**src/core/vic_defines.vh**
```
// Constants for the vectored interrupt controller
`ifndef VIC_DEFINES_VH
`define VIC_DEFINES_VH
`define CALL_OPCODE 8'hcd
`define W1_LEVEL 3
`define W1_INTERVAL 2
`define W1_SINGLE 1
`define W1_NEED4 0
`define W1_SELECT 4
`define W4_NESTING 4
`define W4_BUFFERED 3
`define W4_MASTER 2
`define W4_AUTOEOI 1
`define W4_PMODE 0
`define SLAVE_ID_RESET 3'h7
`define DEFAULT_LEVEL 3'h7
`endif

```
**src/core/vectored_irq_controller_init.v**
```verilog
// Vectored interrupt controller: init words, mask and acknowledge vectors
// Overview of operation
// - CALL, interval 4: byte two is A7..A5, level, then 00.
// - CALL, interval 8: byte two is A7..A6, level, then 000.
// - CALL third acknowledge drives the upper address byte from word two.
// - Vector-pointer mode uses two acknowledges and never sends the CALL opcode.
// - Pointer mode first acknowledge freezes requests, bus off, master drives cascade.
// - Pointer mode second acknowledge drives T7..T3 and the level.
// - Write with address low and bit 4 high starts initialization.
// - Host writes two to four init words, then mask words anytime.
// - Init start resets edge sensing; new rising edge needed afterwards.
// - Init start clears masks, special mask mode, selects pending register reads.
// - Init start makes input 7 lowest priority and slave address 7.
// - Without fourth word, buffered, auto end and pointer mode clear.
// - Level trigger bit makes requests level sensitive, no edge detect.
// - Interval bit selects spacing four when set, eight when clear.
// - Single device bit skips the third init word.
// - Fourth-word bit set means a fourth init word is accepted.
// - Master: slave bits in word three; slave supplies later vector bytes.
// - Slave: identity from word three bits 2..0; drives on cascade match.
// - Buffered mode turns slave pin into enable; master bit chooses role.
// - Special nesting bit selects special fully nested mode.
// - Auto end bit selects automatic end of interrupt mode.
// - Processor mode bit: zero three-byte CALL, one two-cycle pointer.
// - CALL mode first acknowledge drives opcode 11001101.
// - Mask bit one inhibits its channel, zero enables it.
`timescale 1ns/1ps
`include "vic_defines.vh"
module vectored_irq_controller_init (
	input wire core_clk,
	input wire rst_n,
	input wire chip_select_n,
	input wire write_n,
	input wire read_n,
	input wire addr_select,
	input wire [7:0] data_in,
	input wire interrupt_acknowledge_n,
	input wire [7:0] request_input,
	input wire [2:0] cascade_in,
	input wire slave_program_in,
	output reg [7:0] data_out,
	output reg data_oe_n,
	output reg [2:0] cascade_out,
	output reg cascade_oe_n,
	output reg slave_program_buffer_enable,
	output reg buffer_mode_active,
	output reg interrupt_out,
	output reg special_nesting_enable,
	output reg auto_end_of_interrupt,
	output reg special_mask_mode,
	output reg status_read_pending,
	output reg [2:0] lowest_priority_level,
	output reg init_done
);
	localparam ST_IDLE = 4'b0001;
	localparam ST_W2 = 4'b0010;
	localparam ST_W3 = 4'b0100;
	localparam ST_W4 = 4'b1000;

	reg [3:0] initState;
	reg [7:0] wordOne;
	reg [7:0] vectorBase;
	reg [7:0] cascadeWord;
	reg [7:0] optionsWord;
	reg [7:0] mask_bits;
	reg [2:0] slaveId;

	// Pin synchronisers
	reg [3:0] ctlSyncA;
	reg [3:0] ctlSyncB;
	reg [7:0] dataSyncA;
	reg [7:0] dataSyncB;
	reg addrSyncA;
	reg addrSyncB;
	reg [2:0] casSyncA;
	reg [2:0] casSyncB;
	reg spSyncA;
	reg spSyncB;
	reg wrPrev;
	reg ackPrev;
	always @(posedge core_clk or negedge rst_n) begin
		if (!rst_n) begin
			ctlSyncA <= 4'hf;
			ctlSyncB <= 4'hf;
			dataSyncA <= 8'h00;
			dataSyncB <= 8'h00;
			addrSyncA <= 1'b0;
			addrSyncB <= 1'b0;
			casSyncA <= 3'h0;
			casSyncB <= 3'h0;
			spSyncA <= 1'b1;
			spSyncB <= 1'b1;
			wrPrev <= 1'b1;
			ackPrev <= 1'b1;
		end else begin
			ctlSyncA <= {chip_select_n, write_n, read_n,
				interrupt_acknowledge_n};
			ctlSyncB <= ctlSyncA;
			dataSyncA <= data_in;
			dataSyncB <= dataSyncA;
			addrSyncA <= addr_select;
			addrSyncB <= addrSyncA;
			casSyncA <= cascade_in;
			casSyncB <= casSyncA;
			spSyncA <= slave_program_in;
			spSyncB <= spSyncA;
			wrPrev <= ctlSyncB[3] | ctlSyncB[2];
			ackPrev <= ctlSyncB[0];
		end
	end

	wire wrActive = ~ctlSyncB[3] & ~ctlSyncB[2];
	// Write taken on trailing edge of the strobe, data still held
	wire wrStrobe = ~wrActive & ~wrPrev;
	reg [7:0] wrData;
	reg wrAddr;
	always @(posedge core_clk or negedge rst_n) begin
		if (!rst_n) begin
			wrData <= 8'h00;
			wrAddr <= 1'b0;
		end else if (wrActive) begin
			wrData <= dataSyncB;
			wrAddr <= addrSyncB;
		end
	end
	wire ackStart = ackPrev & ~ctlSyncB[0];
	wire ackEnd = ~ackPrev & ctlSyncB[0];

	wire initStart = wrStrobe & ~wrAddr & wrData[`W1_SELECT];
	wire levelMode = wordOne[`W1_LEVEL];
	wire interval4 = wordOne[`W1_INTERVAL];
	wire bufMode = optionsWord[`W4_BUFFERED];
	wire pointerMode = optionsWord[`W4_PMODE];
	// Role from master bit only when buffered, else from pin
	wire isMaster = bufMode ? optionsWord[`W4_MASTER] : spSyncB;
	wire singleDev = wordOne[`W1_SINGLE];

	// Initialization sequencing
	always @(posedge core_clk or negedge rst_n) begin
		if (!rst_n) begin
			initState <= ST_IDLE;
			wordOne <= 8'h00;
			vectorBase <= 8'h00;
			cascadeWord <= 8'h00;
			optionsWord <= 8'h00;
			slaveId <= `SLAVE_ID_RESET;
			init_done <= 1'b0;
		end else if (initStart) begin
			wordOne <= wrData;
			slaveId <= `SLAVE_ID_RESET;
			if (!wrData[`W1_NEED4])
				optionsWord <= 8'h00;
			init_done <= 1'b0;
			initState <= ST_W2;
		end else if (wrStrobe && wrAddr) begin
			case (initState)
			ST_W2: begin
				vectorBase <= wrData;
				if (!singleDev)
					initState <= ST_W3;
				else if (wordOne[`W1_NEED4])
					initState <= ST_W4;
				else begin
					initState <= ST_IDLE;
					init_done <= 1'b1;
				end
			end
			ST_W3: begin
				cascadeWord <= wrData;
				slaveId <= wrData[2:0];
				if (wordOne[`W1_NEED4]) begin
					initState <= ST_W4;
				end else begin
					initState <= ST_IDLE;
					init_done <= 1'b1;
				end
			end
			ST_W4: begin
				optionsWord <= wrData;
				initState <= ST_IDLE;
				init_done <= 1'b1;
			end
			ST_IDLE: begin
				initState <= ST_IDLE;
			end
			default: begin
				initState <= ST_IDLE;
			end
			endcase
		end
	end

	// Mask word: A0 high write after init
	always @(posedge core_clk or negedge rst_n) begin
		if (!rst_n) begin
			mask_bits <= 8'h00;
			special_mask_mode <= 1'b0;
			status_read_pending <= 1'b1;
			lowest_priority_level <= `DEFAULT_LEVEL;
		end else if (initStart) begin
			mask_bits <= 8'h00;
			special_mask_mode <= 1'b0;
			status_read_pending <= 1'b1;
			lowest_priority_level <= `DEFAULT_LEVEL;
		end else if (wrStrobe && wrAddr && initState == ST_IDLE
			&& init_done) begin
			mask_bits <= wrData;
		end
	end

	// Request capture, one latch per input
	wire [7:0] pending_request_register;
	reg [7:0] clearPend;
	genvar g;
	generate
		for (g = 0; g < 8; g = g + 1) begin : chan
			request_latch u_latch (
				.core_clk(core_clk),
				.rst_n(rst_n),
				.reqIn(request_input[g]),
				.levelMode(levelMode),
				.initStart(initStart),
				.clearPend(clearPend[g]),
				.pending(pending_request_register[g])
			);
		end
	endgenerate

	wire [7:0] active = pending_request_register & ~mask_bits;
	reg [2:0] bestLevel;
	reg anyActive;
	integer i;
	always @* begin
		bestLevel = `DEFAULT_LEVEL;
		anyActive = 1'b0;
		for (i = 7; i >= 0; i = i - 1) begin
			if (active[i]) begin
				bestLevel = i[2:0];
				anyActive = 1'b1;
			end
		end
	end

	// Acknowledge sequencing
	reg [1:0] ackCount;
	reg [2:0] frozenLevel;
	reg levelIsSlave;
	wire lastAck = pointerMode ? (ackCount == 2'd1) : (ackCount == 2'd2);
	wire driveLater = isMaster ? ~levelIsSlave
		: (casSyncB == slaveId);
	always @(posedge core_clk or negedge rst_n) begin
		if (!rst_n) begin
			ackCount <= 2'd0;
			frozenLevel <= `DEFAULT_LEVEL;
			levelIsSlave <= 1'b0;
			clearPend <= 8'h00;
			data_out <= 8'h00;
			data_oe_n <= 1'b1;
			cascade_out <= 3'h0;
			cascade_oe_n <= 1'b1;
			interrupt_out <= 1'b0;
		end else begin
			clearPend <= 8'h00;
			interrupt_out <= anyActive & init_done & ackCount == 2'd0;
			if (ackStart) begin
				data_oe_n <= 1'b1;
				if (ackCount == 2'd0) begin
					// Freeze resolved level on the first pulse
					frozenLevel <= bestLevel;
					levelIsSlave <= isMaster & ~singleDev
						& cascadeWord[bestLevel];
					if (anyActive)
						clearPend[bestLevel] <= 1'b1;
					if (!pointerMode) begin
						data_out <= `CALL_OPCODE;
						data_oe_n <= ~isMaster & ~singleDev;
					end else begin
						data_oe_n <= 1'b1;
					end
				end else if (pointerMode) begin
					data_out <= {vectorBase[7:3], frozenLevel};
					data_oe_n <= ~driveLater;
				end else if (ackCount == 2'd1) begin
					if (interval4)
						data_out <= {wordOne[7:5], frozenLevel,
							2'b00};
					else
						data_out <= {wordOne[7:6], frozenLevel,
							3'b000};
					data_oe_n <= ~driveLater;
				end else begin
					data_out <= vectorBase;
					data_oe_n <= ~driveLater;
				end
			end else if (ackEnd) begin
				data_oe_n <= 1'b1;
				if (ackCount == 2'd0 && isMaster && levelIsSlave) begin
					cascade_out <= frozenLevel;
					cascade_oe_n <= 1'b0;
				end
				if (lastAck) begin
					ackCount <= 2'd0;
					cascade_oe_n <= 1'b1;
				end else begin
					ackCount <= ackCount + 2'd1;
				end
			end
		end
	end

	// Mode outputs
	always @(posedge core_clk or negedge rst_n) begin
		if (!rst_n) begin
			special_nesting_enable <= 1'b0;
			auto_end_of_interrupt <= 1'b0;
			buffer_mode_active <= 1'b0;
			slave_program_buffer_enable <= 1'b1;
		end else begin
			special_nesting_enable <= optionsWord[`W4_NESTING];
			auto_end_of_interrupt <= optionsWord[`W4_AUTOEOI];
			buffer_mode_active <= bufMode;
			slave_program_buffer_enable <= ~(bufMode & ~data_oe_n);
		end
	end
endmodule

```
**src/core/request_latch.v**
```verilog
// Request capture for one input: edge or level sense
`timescale 1ns/1ps
module request_latch (
	input wire core_clk,
	input wire rst_n,
	input wire reqIn,
	input wire levelMode,
	input wire initStart,
	input wire clearPend,
	output reg pending
);
	reg syncA;
	reg syncB;
	reg prevReq;
	always @(posedge core_clk or negedge rst_n) begin
		if (!rst_n) begin
			syncA <= 1'b0;
			syncB <= 1'b0;
			prevReq <= 1'b1;
			pending <= 1'b0;
		end else begin
			syncA <= reqIn;
			syncB <= syncA;
			// Start of init forces a fresh rising edge
			prevReq <= initStart ? 1'b1 : syncB;
			if (initStart)
				pending <= 1'b0;
			else if (levelMode)
				pending <= syncB;
			else if (syncB && !prevReq)
				pending <= 1'b1;
			else if (clearPend)
				pending <= 1'b0;
		end
	end
endmodule

```
**config.mk**
```make
export PLATFORM = sky130hd
export DESIGN_NAME = vectored_irq_controller_init
export DESIGN_NICKNAME = d
export VERILOG_FILES = /design/src/core/vectored_irq_controller_init.v /design/src/core/request_latch.v
export VERILOG_INCLUDE_DIRS = /design/src /design/src/core
export SDC_FILE = /design/constraint.sdc
export NUM_CORES = 1
export LEC_CHECK = 0
export ABC_CLOCK_PERIOD_IN_PS = 2980
export BUFFER_PORTS_ARGS = -buffer_cell sky130_fd_sc_hd__buf_2
export CAP_MARGIN = 10
export CORE_MARGIN = 10
export CORE_UTILIZATION = 47
export CTS_BUF_LIST = sky130_fd_sc_hd__clkbuf_2
export CTS_CLUSTER_SIZE = 25
export DETAILED_ROUTE_END_ITERATION = 6
export PLACE_DENSITY = 0.69
export SLEW_MARGIN = 10
export SYNTH_ARGS = -nofsm -noshare
export SYNTH_HDL_FRONTEND = slang
export SYNTH_HIERARCHICAL = 1
export SYNTH_SLANG_ARGS = --single-unit
```
**constraint.sdc**
```tcl
create_clock -name core_clk -period 2.98 [get_ports core_clk]
set_clock_uncertainty 0.2 [all_clocks]
set_input_delay 0.745 -clock core_clk [delete_from_list [all_inputs] [get_ports core_clk]]
set_output_delay 0.745 -clock core_clk [all_outputs]
set_load 0.02 [all_outputs]
```
==> results by group <==
Clock tree
  • Reg clk slew, reported paths: 190 ps
  • CTS root buffer: clkbuf_2
  • Hold_buf cts: 25
  • CTS buffer count: 17
  • Post-CTS Resized: 0
  • Post-CTS Setup Bufs: 0
  • CTS tree: done
  • Htree depth: 4
  • Sink Count: 151
  • Worst skew pair latency: 700 ps
  • CTS max path bufs: 2

STA
  • Worst Tran Pin Value: 813.4 ps
  • Peak Freq: 420.8 MHz
  • Fin crit share: 79.75%
  • Total negative slack: 0 ps
  • Unrepaired setup endpoints after global routing: false
  • Max-slew violations: 0
  • Final hold vios: 0
  • Max transition margin: 45.57%
  • Setup Viol. Count Final: 0
  • Post-route minimum period: 2377 ps

Finish
  • Area delta synth->final: 14.23%
  • Antenna cells: 0
  • Nets: 585
  • Share of the core filled with cells: 55.51%
  • Share of cells above drive strength 1: 30.09%

GRT
  • Largest net degree at the start of global routing: 57
  • Global-route wire length before repair: 19080 um
  • Vias in the first global route: 3896
  • Initial antenna violation count: 0
  • Overall Global Routing Usage: 13.40%
  • GR Overflow Total: 0

Setup path
  • Critical path cell sequence: buf_2
  • Critical path type: register to primary output
  • Critical Path AT: 1430 ps
  • Critical path's top delay family: flip-flops
  • Worst Path Max Fanout: 3
  • Slowest stage cell on the critical path: dfstp_2
  • Worst setup EP type: primary output
  • WP data required: 2040 ps
  • Critical Path Max Stage Delay: 580 ps
  • WP buf/inv: 1
  • Critical path launch point type: register

Synthesis
  • Synth area leaders: dfrtp_1 52%, dfstp_2 12%, mux2_2 4.9%
  • Post-Synth XOR/XNOR Area: 0.4428%
  • Syn Std Cell Area: 5934 um^2
  • Synth Area in Simple Gates: 16.66%
  • Predominant post-synthesis flop cell: dfrtp_1
  • Sequential fraction of the synthesis area: 64.26%
  • Share of the synthesized area in the top cell type: 51.87%
  • Synth Area in Compound Gates: 7.780%
  • Ys Warns: 6
  • Syn Area/Cell: 12.55 um^2
  • Cell taking the most area after synthesis: dfrtp_1
  • Largest family of logic cells by synthesized area: simple AND/OR/NAND/NOR gates
  • Mux contribution to synthesized area: 7.295%
  • Synthesized flop and latch total: 151
  • Most frequent cell after synthesis: dfrtp_1
  • EDFF count, synth: 0
  • Synth cell count leaders: 123 x dfrtp_1, 57 x nand2_1, 34 x nor2_1
  • Async set-or-reset flop fraction in the synthesized netlist: 100.0%
  • Library cells used by synthesis: 57
  • Mapped Cells: 473
  • Adder-cell share of the synthesized area: 1.054%

Drt
  • DRC Markers: 0
  • Router iterations before antenna repair: 4
  • Final WL: 10880 um
  • First DRT Iteration DRCs: 159
  • Vias/cell: 5.082
  • WL/cell: 14.85 um
  • Via Count: 3725
  • Antenna-violating nets left: 0

Floorplanning
  • Die W: 132.4 um
  • Initial Util: 48.60%
  • IO Pins: 51
  • Rows: 40
  • Die area: 17520 um^2
  • Height of the chip: 132.4 um
  • Total core area: 12210 um^2

Power and ir drop
  • PD cells: 730.0 nW/um^2
  • Total power: 4.949 mW
  • Worst vdd ir: 327.0 uV
  • LEAKAGE: 3.139 nW

Status
  • Status: complete, no violations

Placement
  • GP Congestion: 0.8372
  • HPWL Detailed: 7546 um
  • Port Buffers: 44

Min path
  • Hold Path Class: register to register

Run
  • Max-cap violations: 0
==> path summary, 6_finish.rpt <==
| path | end | startpoint | slack [ps] | depth (start not counted) |
|---|---|---|---|---|
| max | data_oe_n | data_oe_n | 600 | 1 |
| min | spSyncB | spSyncA | 150 | 0 |
| max reg2reg | levelIsSlave | ackCount[0] | 710 | 6 |
| min reg2reg | spSyncB | spSyncA | 150 | 0 |
| max in group asynchronous | frozenLevel[1] | rst_n | 1450 | 3 |
| min in group asynchronous | wrData[4] | rst_n | 340 | 2 |
==> cell type report <==
class / instances / area [um^2]
fill: 1063 / 5433
sequential: 151 / 3814
multi-input combinational: 295 / 1997
timing repair buffer: 74 / 526.8
tap: 168 / 210.2
clock buffer: 24 / 120.1
clock inverter: 7 / 58.81
inverter: 14 / 52.55
==> power by group <==
part	total, mW	internal, mW	leakage, nW	switching [mW]
clock	0.945	0.309	0.126	0.636
sequential	2.76	2.44	1.83	0.320
combinational	1.24	0.573	1.18	0.670
==> cell families (layout without fill, tap and decap cells) <==
kind of cell / count (synthesis) / count (layout)
AO/OA/AOI/OAI: 67 / 67
other: 2 / 5
multiplexers: 40 / 40
flip-flops: 151 / 151
XOR/XNOR: 3 / 3
AND/OR/NAND/NOR: 175 / 175
adder cells (fa/ha/maj): 5 / 5
buffers and inverters: 30 / 119
==> routing by layer <==
layer | track usage, % | part of all wire [%] | vias up
met4 | 5.134 | 1.4 | 0
li1 | - | - | 1772
met1 | 16.87 | 46 | 1857
met2 | 20.65 | 48 | 83
met5 | 0 | 0 | -
met3 | 4.764 | 4.9 | 13
==> placed cells by master, fill, tap and decap left out, types with 6 or more instances in the layout <==
cell           instances
a21oi_1               16
or4b_4                 8
dfrtp_1              123
nand2b_2               8
mux2i_1               14
nor3_1                 6
mux2_2                26
nor4_1                 6
inv_1                 13
o21ai_0               19
nand2b_1               9
nand2_1               57
clkbuf_2              24
nand3_1                6
or2_1                  9
buf_2                 43
dfstp_2               28
o21ai_2                8
nor2_1                34
nor2b_1               13
dlygate4sd3_1         25
==> flip-flops by register name, summed over array words and instances, names as in the netlist, 4 cells and up <==
name and flops:
clearPend 8, chan.u_latch/syncA 8, vectorBase 8, initState 4
chan.u_latch/pending 8, wrData 8, data_out 8, dataSyncB 8
dataSyncA 8, optionsWord 5, wordOne 7, chan.u_latch/syncB 8
chan.u_latch/prevReq 8, cascadeWord 8, mask_bits 8
==> per-stage QoR <==
stage / area, um^2 / hold slack, ps / worst slack [ps] / std cells
2_1_floorplan: 5946 / 131.2 / 805.7 / 476
6_report: 6779 / 149.7 / 603.4 / 733
4_1_cts: 6779 / 155.5 / 521.4 / 733
3_3_place_gp: 6350 / 131.7 / 863.5 / 677
3_5_place_dp: 6350 / 134.7 / 769.3 / 677
5_1_grt: 6779 / 154.3 / 461.1 / 733
(Power assumes the default switching activity.)
